File: src/shared/pslice_pkg.sv
// Constants for the pattern-match bit-slice source select block.
// Assumes a 32-bit AXI4-Lite register bus and a 100 MHz aclk.
package pslice_pkg;

  // ==========================================================
  // Register addresses (byte addresses, full 32 bits)
  localparam logic [31:0] PATTERN_CONTROL_ADDR     = 32'h4001_8028;
  localparam logic [31:0] SLICE_SOURCE_SELECT_ADDR = 32'h4001_802c;
  localparam logic [31:0] SLICE_CONFIGURATION_ADDR = 32'h4001_8030;
  localparam logic [31:0] SLICE_STATUS_ADDR        = 32'h4001_8034;

  // ==========================================================
  // Field layout
  localparam int          NUM_SLICES        = 8;
  localparam int          SRC_WIDTH         = 3;
  localparam int          SLICE0_LSB        = 8;
  localparam int          SLICE1_LSB        = 11;
  localparam int          SLICE2_LSB        = 14;
  localparam int          SLICE3_LSB        = 17;
  localparam int          SLICE4_LSB        = 20;
  localparam int          SLICE5_LSB        = 23;
  localparam int          SLICE6_LSB        = 26;
  localparam int          SLICE7_LSB        = 29;
  localparam int          MODE_SELECT_BIT   = 0;
  localparam int          EVENT_ENABLE_BIT  = 1;
  localparam int          MATCH_STATE_LSB   = 24;
  localparam int          STATUS_RISE_LSB   = 8;
  localparam int          STATUS_FALL_LSB   = 16;
  // Low byte of the source register is reserved
  localparam logic [31:0] SRC_WRITE_MASK    = 32'hffff_ff00;
  localparam logic [31:0] CTRL_WRITE_MASK   = 32'h0000_0003;

  // ==========================================================
  // Values after reset
  localparam logic [31:0] SRC_RESET         = 32'h0000_0000;
  localparam logic [31:0] CFG_RESET         = 32'h0000_0000;
  localparam logic [31:0] CTRL_RESET        = 32'h0000_0000;

  // ==========================================================
  // Bus answers
  localparam logic [1:0]  RESP_OKAY         = 2'h0;
  localparam logic [1:0]  RESP_SLVERR       = 2'h2;

endpackage : pslice_pkg

File: src/slice_history.sv
// Edge-detect history of the eight bit slices.
// Assumes slice_in is already synchronous to aclk.
`timescale 1ns/1ps
module slice_history
  import pslice_pkg::*;
(
  input  wire logic                  aclk,
  input  wire logic                  aresetn,
  input  wire logic                  ce,
  input  wire logic                  clear,
  input  wire logic [NUM_SLICES-1:0] slice_in,
  output logic      [NUM_SLICES-1:0] level_q,
  output logic      [NUM_SLICES-1:0] rise_q,
  output logic      [NUM_SLICES-1:0] fall_q
);

  logic [NUM_SLICES-1:0] level_d;
  logic [NUM_SLICES-1:0] rise_d;
  logic [NUM_SLICES-1:0] fall_d;

  // ==========================================================
  // History update
  always_comb begin
    level_d = slice_in;
    // New edges win over a clear in the same cycle; the clear
    // leaves the level, which reloads every cycle, so no false edge follows it
    rise_d  = (rise_q & ~{NUM_SLICES{clear}}) | (slice_in & ~level_q);
    fall_d  = (fall_q & ~{NUM_SLICES{clear}}) | (~slice_in & level_q);
  end

  always_ff @(posedge aclk) begin
    if (!aresetn) begin
      level_q <= '0;
      rise_q  <= '0;
      fall_q  <= '0;
    end else if (ce) begin
      level_q <= level_d;
      rise_q  <= rise_d;
      fall_q  <= fall_d;
    end
  end

endmodule : slice_history

File: src/pattern_slice_source_select.sv
// Source select register bank for the pattern-match bit slices.
// Assumes an AXI4-Lite master on aclk and asynchronous pin inputs.
// How it works
// - Eight bit slices each take one of eight pin inputs via a 3-bit field.
// - Field value n routes synchronised pin input n to that slice.
// - Slice 0 selector sits at bits 10:8 and resets to zero.
// - Slice 1 selector sits at bits 13:11 and resets to zero.
// - Slice 2 selector sits at bits 16:14 and resets to zero.
// - Slice 3 selector sits at bits 19:17 and resets to zero.
// - Slice 4 selector sits at bits 22:20 and resets to zero.
// - Any write to the source or configuration register wipes history.
// - Clearing both mode select and event enable also wipes history.
// - Slices 5, 6, 7 sit at bits 25:23, 28:26, 31:29, reset to zero.
// - Mode select 1 drives irq from pattern matches, 0 from pin irqs.
//
// The AXI4-Lite slave port was chosen for this implementation.
`timescale 1ns/1ps
module pattern_slice_source_select
  import pslice_pkg::*;
(
  input  wire logic                  aclk,
  input  wire logic                  aresetn,
  input  wire logic                  ce,
  input  wire logic [31:0]           s_axi_awaddr,
  input  wire logic                  s_axi_awvalid,
  output logic                       s_axi_awready,
  input  wire logic [31:0]           s_axi_wdata,
  input  wire logic [3:0]            s_axi_wstrb,
  input  wire logic                  s_axi_wvalid,
  output logic                       s_axi_wready,
  output logic [1:0]                 s_axi_bresp,
  output logic                       s_axi_bvalid,
  input  wire logic                  s_axi_bready,
  input  wire logic [31:0]           s_axi_araddr,
  input  wire logic                  s_axi_arvalid,
  output logic                       s_axi_arready,
  output logic [31:0]                s_axi_rdata,
  output logic [1:0]                 s_axi_rresp,
  output logic                       s_axi_rvalid,
  input  wire logic                  s_axi_rready,
  input  wire logic [NUM_SLICES-1:0] pin_in,
  input  wire logic [NUM_SLICES-1:0] pin_irq_in,
  input  wire logic [NUM_SLICES-1:0] pattern_match_in,
  output logic      [NUM_SLICES-1:0] slice_input,
  output logic      [NUM_SLICES-1:0] slice_rise,
  output logic      [NUM_SLICES-1:0] slice_fall,
  output logic      [31:0]           slice_configuration,
  output logic      [NUM_SLICES-1:0] irq,
  output logic                       cpu_wake_event
);
  // ==========================================================
  // Helpers
  function automatic logic [31:0] merge_strb(input logic [31:0] old,
                                             input logic [31:0] data,
                                             input logic [3:0]  strb);
    logic [31:0] res;
    res = old;
    for (int b = 0; b < 4; b++) begin
      if (strb[b]) res[b*8 +: 8] = data[b*8 +: 8];
    end
    return res;
  endfunction : merge_strb
  // Picks the pin input named by a 3-bit source field
  function automatic logic pick(input logic [NUM_SLICES-1:0] pins,
                                input logic [31:0]           src,
                                input int                    lsb);
    logic [SRC_WIDTH-1:0] sel;
    sel = src[lsb +: SRC_WIDTH];
    return pins[sel];
  endfunction : pick
  // ==========================================================
  // Pin synchronisers: a change counts once stages 2 and 3 agree
  logic [NUM_SLICES-1:0] sync1_q, sync2_q, sync3_q;
  logic [NUM_SLICES-1:0] pin_q, pin_d;
  always_comb pin_d = ((sync2_q ~^ sync3_q) & sync3_q)
                    | ((sync2_q ^ sync3_q) & pin_q);
  always_ff @(posedge aclk) begin
    if (!aresetn) begin
      {sync1_q, sync2_q, sync3_q, pin_q} <= '0;
    end else if (ce) begin
      sync1_q <= pin_in;
      sync2_q <= sync1_q;
      sync3_q <= sync2_q;
      pin_q   <= pin_d;
    end
  end
  // ==========================================================
  // Write channel: address and data taken in either order
  logic        aw_hold_q, aw_hold_d, w_hold_q, w_hold_d;
  logic [31:0] aw_addr_q, aw_addr_d, w_data_q, w_data_d;
  logic [3:0]  w_strb_q, w_strb_d;
  logic        awready_q, awready_d, wready_q, wready_d;
  logic        bvalid_q, bvalid_d, do_write;
  logic [1:0]  bresp_q, bresp_d;
  assign do_write = aw_hold_q && w_hold_q && !bvalid_q;
  always_comb begin
    aw_hold_d = aw_hold_q;
    w_hold_d  = w_hold_q;
    aw_addr_d = aw_addr_q;
    w_data_d  = w_data_q;
    w_strb_d  = w_strb_q;
    bvalid_d  = bvalid_q;
    bresp_d   = bresp_q;
    if (s_axi_awvalid && awready_q) begin
      aw_hold_d = 1'b1;
      aw_addr_d = s_axi_awaddr;
    end
    if (s_axi_wvalid && wready_q) begin
      w_hold_d = 1'b1;
      w_data_d = s_axi_wdata;
      w_strb_d = s_axi_wstrb;
    end
    if (bvalid_q && s_axi_bready) bvalid_d = 1'b0;
    if (do_write) begin
      aw_hold_d = 1'b0;
      w_hold_d  = 1'b0;
      bvalid_d  = 1'b1;
      unique case (aw_addr_q)
        PATTERN_CONTROL_ADDR,
        SLICE_SOURCE_SELECT_ADDR,
        SLICE_CONFIGURATION_ADDR: bresp_d = RESP_OKAY;
        default:                  bresp_d = RESP_SLVERR;
      endcase
    end
    awready_d = !aw_hold_d;
    wready_d  = !w_hold_d;
  end
  always_ff @(posedge aclk) begin
    if (!aresetn) begin
      aw_hold_q <= 1'b0;
      w_hold_q  <= 1'b0;
      aw_addr_q <= '0;
      w_data_q  <= '0;
      w_strb_q  <= '0;
      awready_q <= 1'b0;
      wready_q  <= 1'b0;
      bvalid_q  <= 1'b0;
      bresp_q   <= RESP_OKAY;
    end else if (ce) begin
      aw_hold_q <= aw_hold_d;
      w_hold_q  <= w_hold_d;
      aw_addr_q <= aw_addr_d;
      w_data_q  <= w_data_d;
      w_strb_q  <= w_strb_d;
      awready_q <= awready_d;
      wready_q  <= wready_d;
      bvalid_q  <= bvalid_d;
      bresp_q   <= bresp_d;
    end
  end
  // ==========================================================
  // Registers
  logic [31:0] src_q, src_d;
  logic [31:0] cfg_q, cfg_d;
  logic [31:0] ctrl_q, ctrl_d;
  logic        hist_clear_q, hist_clear_d;
  always_comb begin
    src_d        = src_q;
    cfg_d        = cfg_q;
    ctrl_d       = ctrl_q;
    hist_clear_d = 1'b0;
    if (do_write) begin
      unique case (aw_addr_q)
        SLICE_SOURCE_SELECT_ADDR: begin
          // Reserved low byte is never stored
          src_d = merge_strb(src_q, w_data_q, w_strb_q)
                  & SRC_WRITE_MASK;
          hist_clear_d = 1'b1;
        end
        SLICE_CONFIGURATION_ADDR: begin
          cfg_d        = merge_strb(cfg_q, w_data_q, w_strb_q);
          hist_clear_d = 1'b1;
        end
        PATTERN_CONTROL_ADDR: begin
          ctrl_d = merge_strb(ctrl_q, w_data_q, w_strb_q)
                   & CTRL_WRITE_MASK;
        end
        default: src_d = src_q;
      endcase
    end
    // Held cleared for as long as the feature stays disabled
    if (!ctrl_q[MODE_SELECT_BIT] && !ctrl_q[EVENT_ENABLE_BIT]) begin
      hist_clear_d = 1'b1;
    end
  end
  always_ff @(posedge aclk) begin
    if (!aresetn) begin
      src_q        <= SRC_RESET;
      cfg_q        <= CFG_RESET;
      ctrl_q       <= CTRL_RESET;
      hist_clear_q <= 1'b1;
    end else if (ce) begin
      src_q        <= src_d;
      cfg_q        <= cfg_d;
      ctrl_q       <= ctrl_d;
      hist_clear_q <= hist_clear_d;
    end
  end
  // ==========================================================
  // Slice routing and outputs
  logic [NUM_SLICES-1:0] slice_q, slice_d;
  logic [NUM_SLICES-1:0] irq_q, irq_d;
  logic                  wake_q, wake_d;
  always_comb begin
    // One selector per slice, value n picks pin input n
    slice_d[0] = pick(pin_q, src_q, SLICE0_LSB);
    slice_d[1] = pick(pin_q, src_q, SLICE1_LSB);
    slice_d[2] = pick(pin_q, src_q, SLICE2_LSB);
    slice_d[3] = pick(pin_q, src_q, SLICE3_LSB);
    slice_d[4] = pick(pin_q, src_q, SLICE4_LSB);
    slice_d[5] = pick(pin_q, src_q, SLICE5_LSB);
    slice_d[6] = pick(pin_q, src_q, SLICE6_LSB);
    slice_d[7] = pick(pin_q, src_q, SLICE7_LSB);
    irq_d  = ctrl_q[MODE_SELECT_BIT] ? pattern_match_in
                                     : pin_irq_in;
    wake_d = ctrl_q[EVENT_ENABLE_BIT] && (|pattern_match_in);
  end
  always_ff @(posedge aclk) begin
    if (!aresetn) begin
      slice_q <= '0;
      irq_q   <= '0;
      wake_q  <= 1'b0;
    end else if (ce) begin
      slice_q <= slice_d;
      irq_q   <= irq_d;
      wake_q  <= wake_d;
    end
  end
  // Slice level tracks slice_q one cycle later
  slice_history u_history (
    .aclk     (aclk),
    .aresetn  (aresetn),
    .ce       (ce),
    .clear    (hist_clear_q),
    .slice_in (slice_q),
    .level_q  (slice_input),
    .rise_q   (slice_rise),
    .fall_q   (slice_fall)
  );
  // ==========================================================
  // Read channel: answer one cycle after the address is taken
  logic        arready_q, arready_d, rvalid_q, rvalid_d;
  logic [31:0] rdata_q, rdata_d;
  logic [1:0]  rresp_q, rresp_d;
  always_comb begin
    rvalid_d  = rvalid_q;
    rdata_d   = rdata_q;
    rresp_d   = rresp_q;
    if (rvalid_q && s_axi_rready) rvalid_d = 1'b0;
    if (s_axi_arvalid && arready_q) begin
      rvalid_d = 1'b1;
      rresp_d  = RESP_OKAY;
      unique case (s_axi_araddr)
        PATTERN_CONTROL_ADDR: begin
          rdata_d = ctrl_q;
          rdata_d[MATCH_STATE_LSB +: NUM_SLICES] = pattern_match_in;
        end
        SLICE_SOURCE_SELECT_ADDR: rdata_d = src_q;
        SLICE_CONFIGURATION_ADDR: rdata_d = cfg_q;
        SLICE_STATUS_ADDR: begin
          rdata_d = '0;
          rdata_d[NUM_SLICES-1:0]                     = slice_input;
          rdata_d[STATUS_RISE_LSB +: NUM_SLICES] = slice_rise;
          rdata_d[STATUS_FALL_LSB +: NUM_SLICES] = slice_fall;
        end
        default: begin
          rdata_d = '0;
          rresp_d = RESP_SLVERR;
        end
      endcase
    end
    arready_d = !rvalid_d;
  end
  always_ff @(posedge aclk) begin
    if (!aresetn) begin
      arready_q <= 1'b0;
      rvalid_q  <= 1'b0;
      rdata_q   <= '0;
      rresp_q   <= RESP_OKAY;
    end else if (ce) begin
      arready_q <= arready_d;
      rvalid_q  <= rvalid_d;
      rdata_q   <= rdata_d;
      rresp_q   <= rresp_d;
    end
  end
  assign s_axi_awready       = awready_q;
  assign s_axi_wready        = wready_q;
  assign s_axi_bvalid        = bvalid_q;
  assign s_axi_bresp         = bresp_q;
  assign s_axi_arready       = arready_q;
  assign s_axi_rvalid        = rvalid_q;
  assign s_axi_rdata         = rdata_q;
  assign s_axi_rresp         = rresp_q;
  assign slice_configuration = cfg_q;
  assign irq                 = irq_q;
  assign cpu_wake_event      = wake_q;
endmodule : pattern_slice_source_select

File: config.mk
export PLATFORM = sky130hd
export DESIGN_NAME = pattern_slice_source_select
export DESIGN_NICKNAME = d
export VERILOG_FILES = /design/src/shared/pslice_pkg.sv /design/src/slice_history.sv /design/src/pattern_slice_source_select.sv
export SDC_FILE = /design/constraint.sdc
export NUM_CORES = 1
export LEC_CHECK = 0
export ABC_AREA = 1
export BUFFER_PORTS_ARGS = -buffer_cell sky130_fd_sc_hd__buf_2
export CAP_MARGIN = 20
export CORE_MARGIN = 5
export CORE_UTILIZATION = 50
export DETAILED_ROUTE_END_ITERATION = 7
export MAX_ROUTING_LAYER = met4
export PLACE_DENSITY = 0.77
export SLEW_MARGIN = 20
export SYNTH_ARGS = -nofsm -noshare
export SYNTH_HDL_FRONTEND = slang
export SYNTH_SLANG_ARGS = --single-unit
export TNS_END_PERCENT = 50
File: constraint.sdc
create_clock -name aclk -period 2.4 [get_ports aclk]
set_clock_uncertainty 0.05 [all_clocks]
set_input_delay 0.6 -clock aclk [delete_from_list [all_inputs] [get_ports aclk]]
set_output_delay 0.6 -clock aclk [all_outputs]
set_load 0.02 [all_outputs]
## Word level (Yosys, flattened, before mapping)

Cells that the tools add are included.

| storage, ports and cells | value |
|---|---|
| register bits after elaboration | 243 |
| bits of input ports | 132 |
| output and inout port bits | 106 |
| word-level logic and storage cells | 125 |

| cells by class | value |
|---|---|
| $lt $le $gt $ge | 8 |
| equal/unequal tests | 7 |
| mux-type cells | 31 |
| bitwise logic cells | 14 |
| reduce and logical (&&, ||, !) cells | 33 |

Operator list:

| operator | number |
|---|---|
| == test 32 x 31 -> 1 bit (second input constant) | 7 |
| one-hot mux 32 bit (4 select lines) | 1 |
| AND 8 bit | 6 |
| less-than comparator 3 x 4 -> 1 bit (second input constant) | 8 |
| AND reduction 4 bit | 8 |
| binary-select mux 1 bit (select 3 bit) | 8 |
| inverter 8 bit | 3 |
| OR 8 bit | 3 |
| two-way mux 1 bit | 19 |
| AND reduction 2 bit | 5 |
| logical AND 1 bit | 9 |
| two-way mux 8 bit | 1 |
| OR reduction 8 bit | 1 |
| bitwise XNOR 8 bit | 1 |
| XOR 8 bit | 1 |
| logical NOT 1 bit | 6 |
| two-way mux 2 bit | 2 |
| OR reduction 4 bit | 1 |
| OR reduction 3 bit | 1 |
| nonzero test 2 bit | 1 |
| OR reduction 2 bit | 1 |

## Longest topological paths before layout

| logic depth | value |
|---|---|
| depth in word-level cells | 5 |
| gate-level depth with buffers | 11 |
| mapped depth without buffers | 9 |

## Cells and area by module

A second synthesis with hierarchy kept.

| second synthesis, totals | value |
|---|---|
| cells, all modules | 1,559 |
| area total of the unflattened synthesis | 10,988.0 sq um |

Modules (own cells, without submodules):

| module | times used | cells an instance | area an instance (sq um) | sequential area each (sq um) |
|---|---|---|---|---|
| pattern_slice_source_select | 1 | 1,438 | 9,973.3 | 4,344.2 |
| slice_history | 1 | 121 | 1,014.7 | 480.5 |

## Least setup slack after synthesis

Ideal clock, no wire load.

| timing | value |
|---|---|
| path type | input to register |
| start | input port s_axi_araddr[20] |
| end | register rdata_q[25] (netlist: s_axi_rdata[25]) |
| library setup time | 70 ps |
| arrival | 1,635 ps |
| required time | 2,280 ps |
| setup slack | 644 ps |
| stages on the path | 11 |
| path buffers | 2 |
| path through | inv_1 -> nand2_1 -> nor2_1 -> nand2_1 -> nor2_2 -> buf_4 -> buf_2 -> nand3_1 -> nand3_1 -> nand2_1 -> a21oi_1 |

| between the ends | value |
|---|---|
| word-level cells in the longest chain between the ends | 2 |
| elaborated cells on any way between the ends | 5 |
| classes of those cells | eq/ne (4); mux (1) |

Ends and longest elaborated chain:

| element | RTL line | RTL |
|---|---|---|
| start, declared | pattern_slice_source_select.sv:34 | `input wire logic [31:0] s_axi_araddr,` |
| == test 32 x 31 -> 1 bit | pattern_slice_source_select.sv:253 | `unique case (s_axi_araddr)` |
| one-hot mux 32 bit (4 select lines) * | pattern_slice_source_select.sv:253 |  |
| end signal, assigned | pattern_slice_source_select.sv:283 | `rdata_q <= rdata_d;` |
| end, declared | pattern_slice_source_select.sv:243 | `logic [31:0] rdata_q, rdata_d;` |

Every way passes the cells marked *; elsewhere a longest branch is shown, timed or not.
A chain may end at the register's enable or synchronous reset.

## Worst setup path in the final report

| timing | value |
|---|---|
| start | register cfg_q[11] (netlist: slice_configuration[11]) |
| end | output port slice_configuration[11] |

RTL lines:

| element | RTL line | RTL |
|---|---|---|
| start, declared | pattern_slice_source_select.sv:154 | `logic [31:0] cfg_q, cfg_d;` |
| start signal, assigned | pattern_slice_source_select.sv:194 | `cfg_q <= cfg_d;` |
| end, declared | pattern_slice_source_select.sv:47 | `output logic [31:0] slice_configuration,` |

No word-level cell between the ends.

==> qor.yml <==
run_status:
  status: "finished, final reports clean"
die:
  io_pins: 238
  die_h_um: 156
  dieWidth_um: 156
  start_util_pct: 50.8
  die_area_mm2: 0.0244
  core.rowCount: 53
  core_area_mm2: 0.0210
synth:
  synth_cell_types: 27
  synth_cells: 1545
  synth_xor_area_share_pct: 0
  yosysSeqAreaShare_pct: 45.1
  syn-mean-instance-area_um2: 6.92
  synth_area_leaders: "dfxtp_1, o21ai_0, nand2_1"
  synth_fa_ha_area_share_pct: 0.937
  synth_top_cell_by_area: "dfxtp_1"
  synthMuxAreaShare_pct: 0
  synth-compound-area-share_pct: 18.6
  ys_ff_latch: 241
  synth_top_family_by_area: "simple AND/OR/NAND/NOR gates"
  synthesis.area_mm2: 0.0107
  synth_simple_gate_area_share_pct: 24.1
  synth_top_area_share_pct: 45.1
  synth_warnings: 0
worst_setup_path:
  r2r_slack_ns: 0.58
  cp_cell_sequence: "buf_2"
  reg2reg_depth: 7
  crit_start: "slice_configuration[11]"
  cp.arrival_ns: 1.22
  cp_slowest_cell: "dfxtp_1"
  worstPathMaxFanout: 3
  crit_end: "slice_configuration[11]"
  crit_family: "flip-flops"
  cp-end-kind: "primary output"
  timing_worst_setup_path_type: "reg -> out"
  cp_num_cells: 1
  slowest_delay_ns: 0.48
  r2r_start: "w_hold_q"
  r2r-end: "slice_configuration[21]"
  cp.required_ns: 1.75
  cp_num_buf_inv: 1
  critPathLaunchType: "flop"
clock_network:
  cts.sinks: 241
  cts-resized-gates: 0
  cts_hold_buffers: 0
  numCtsBuffers: 25
  clk_pin_slew_worst_paths_ns: 0.06
  cts_setup_buffers: 0
  root_buffer: "clkbuf_16"
  htree_levels: 1
  cts_tree: "done"
  clock_path_buffers: 3
  clock_latency_ns: 0.52
routing:
  via_count: 10700
  avgViaCountPerCell: 5.25
  drt.antenna.violating_nets: 0
  first_pass_iters: 5
  detail_route.wirelength_um: 31800
  drt-initial-drc-count: 895
  drc: 0
  wl_per_cell_um: 15.6
layout:
  syn2layout_area_growth_pct: 21.4
  stdcell_area_mm2: 0.0130
  nets: 1886
  layout-drive-gt1-share_pct: 18.0
power:
  power_mw: 8.52
  leakagePower_nw: 5.87
  irDropWorstVdd_mv: 0.452
  power_density_mw_per_mm2: 657
timing:
  fmax_mhz: 535
  fin_crit_sh_pct: 77.9
  worstMarginPinSlew_ns: 0.571
  rsz0062_at_grt: "false"
  timing.setup.tns_ns: 0
  setup_violations: 0
  period_needed_ns: 1.87
  relSlewSlack_pct: 61.5
  slew_viol_final: 0
  finalHoldViolations: 0
job:
  drv_cap: 0
global_routing:
  overflow: 0
  grt_max_degree: 81
  grt_pass1_vias: 9688
  antenna_found_initial: 1
  grt_pass1_wl_um: 49500
  grtUsageTotal_pct: 25.4
worst_hold_path:
  hold_class: "in -> reg"
place:
  dp_hpwl_um: 23400
  place_area_mm2: 0.0122
  gp_congestion: 0.928
  portBuffers: 235
[where the power goes]
group,switching [mW],internal (mW)
clock,1.54,2.18
sequential,0.0763,4.12
combinational,0.370,0.232
total,1.98,6.54
[cells in the final DEF (no fill, tap or decap)]
cell and count:
clkinv_1 5, inv_2 1, clkinv_2 2, nor2_1 173, dfxtp_1 241, nor2_4 2, clkinv_4 1, clkbuf_16 25
inv_1 204, inv_6 1, a21oi_1 181, o21ai_0 187, buf_4 25, clkbuf_1 9, o22ai_1 8, o31ai_1 1
conb_1 2, buf_2 234, nand3_2 3, a211oi_1 1, bufinv_16 1, nand4_1 34, buf_12 9, ha_1 8
nand3b_1 7, clkbuf_8 5, nand2_1 245, diode_2 1, nand3_1 128, o221ai_1 2, o211ai_1 8, or2_2 4
nor3_1 2, nor3_4 1, nor2_2 3
[worst min-delay path by stage]
stage	cells after the start	slack (ns)	endpoint	startpoint
after floorplan	2	0.37	w_data_q[5]	w_data_q[5]
after global placement	2	0.38	aw_addr_q[5]	aw_addr_q[5]
after detailed placement	2	0.39	w_data_q[4]	w_data_q[4]
after CTS	3	0.25	sync1_q[0]	pin_in[0]
after global routing	3	0.25	sync1_q[0]	pin_in[0]
final	3	0.25	sync1_q[7]	pin_in[7]
[cells by family after synthesis]
family,after synthesis
simple gates,602
buf+inv,305
other cells,1
flops,241
fa+ha+maj,8
compound gates,388
[metrics by stage]
stage               worst slack (ns)  utilization (%)  cells  hold WS [ns]
floorplan                      0.644                -   1546         0.370
global placement               0.353             58.0   1994         0.382
detailed placement             0.294             58.0   1994         0.385
CTS                            0.529             61.7   2038         0.245
global route                   0.391             61.7   2039         0.251
finish                         0.531             61.7   2039         0.250
[cells in the mapped netlist]
master and instances:
dfxtp_1 241, nand3_2 1, a21oi_1 181, buf_2 21
nor2_2 3, nand4_1 34, nor3_1 2, o21ai_0 187
inv_1 205, clkbuf_1 64, nor3_4 1, a211oi_1 1
ha_1 8, or2_2 4, nand3_1 130, nand3b_1 7
buf_1 4, buf_4 6, nor2_4 1, o221ai_1 2
conb_1 1, clkinv_1 5, o211ai_1 8, nand2_1 245
nor2_1 174, o31ai_1 1, o22ai_1 8
[routing by layer]
metal,up-vias,global-route usage (%),part of all wire [%]
li1,5424,-,-
met1,4805,34.0,43
met2,412,40.4,46
met3,66,4.02,8.4
met4,0,6.61,2.2
met5,-,-,0
[state kept, by name, summed over array words and instances, names as in the netlist, 24 cells and up]
signal / cells
w_data_q: 32
slice_configuration: 32
aw_addr_q: 32
s_axi_rdata: 32
src_q: 24
[area by class of cell]
| cell class | instances | area [µm²] |
|---|---|---|
| Fill cell | 2010 | 8050 |
| Sequential cell | 241 | 4820 |
| Multi-Input combinational cell | 1000 | 4690 |
| Timing Repair Buffer | 268 | 1540 |
| Inverter | 210 | 788 |
| Clock buffer | 39 | 728 |
| Tap cell | 275 | 344 |
| Clock inverter | 5 | 57.6 |
| Antenna cell | 1 | 2.50 |
Note: power is estimated with default switching activity, not from simulation.
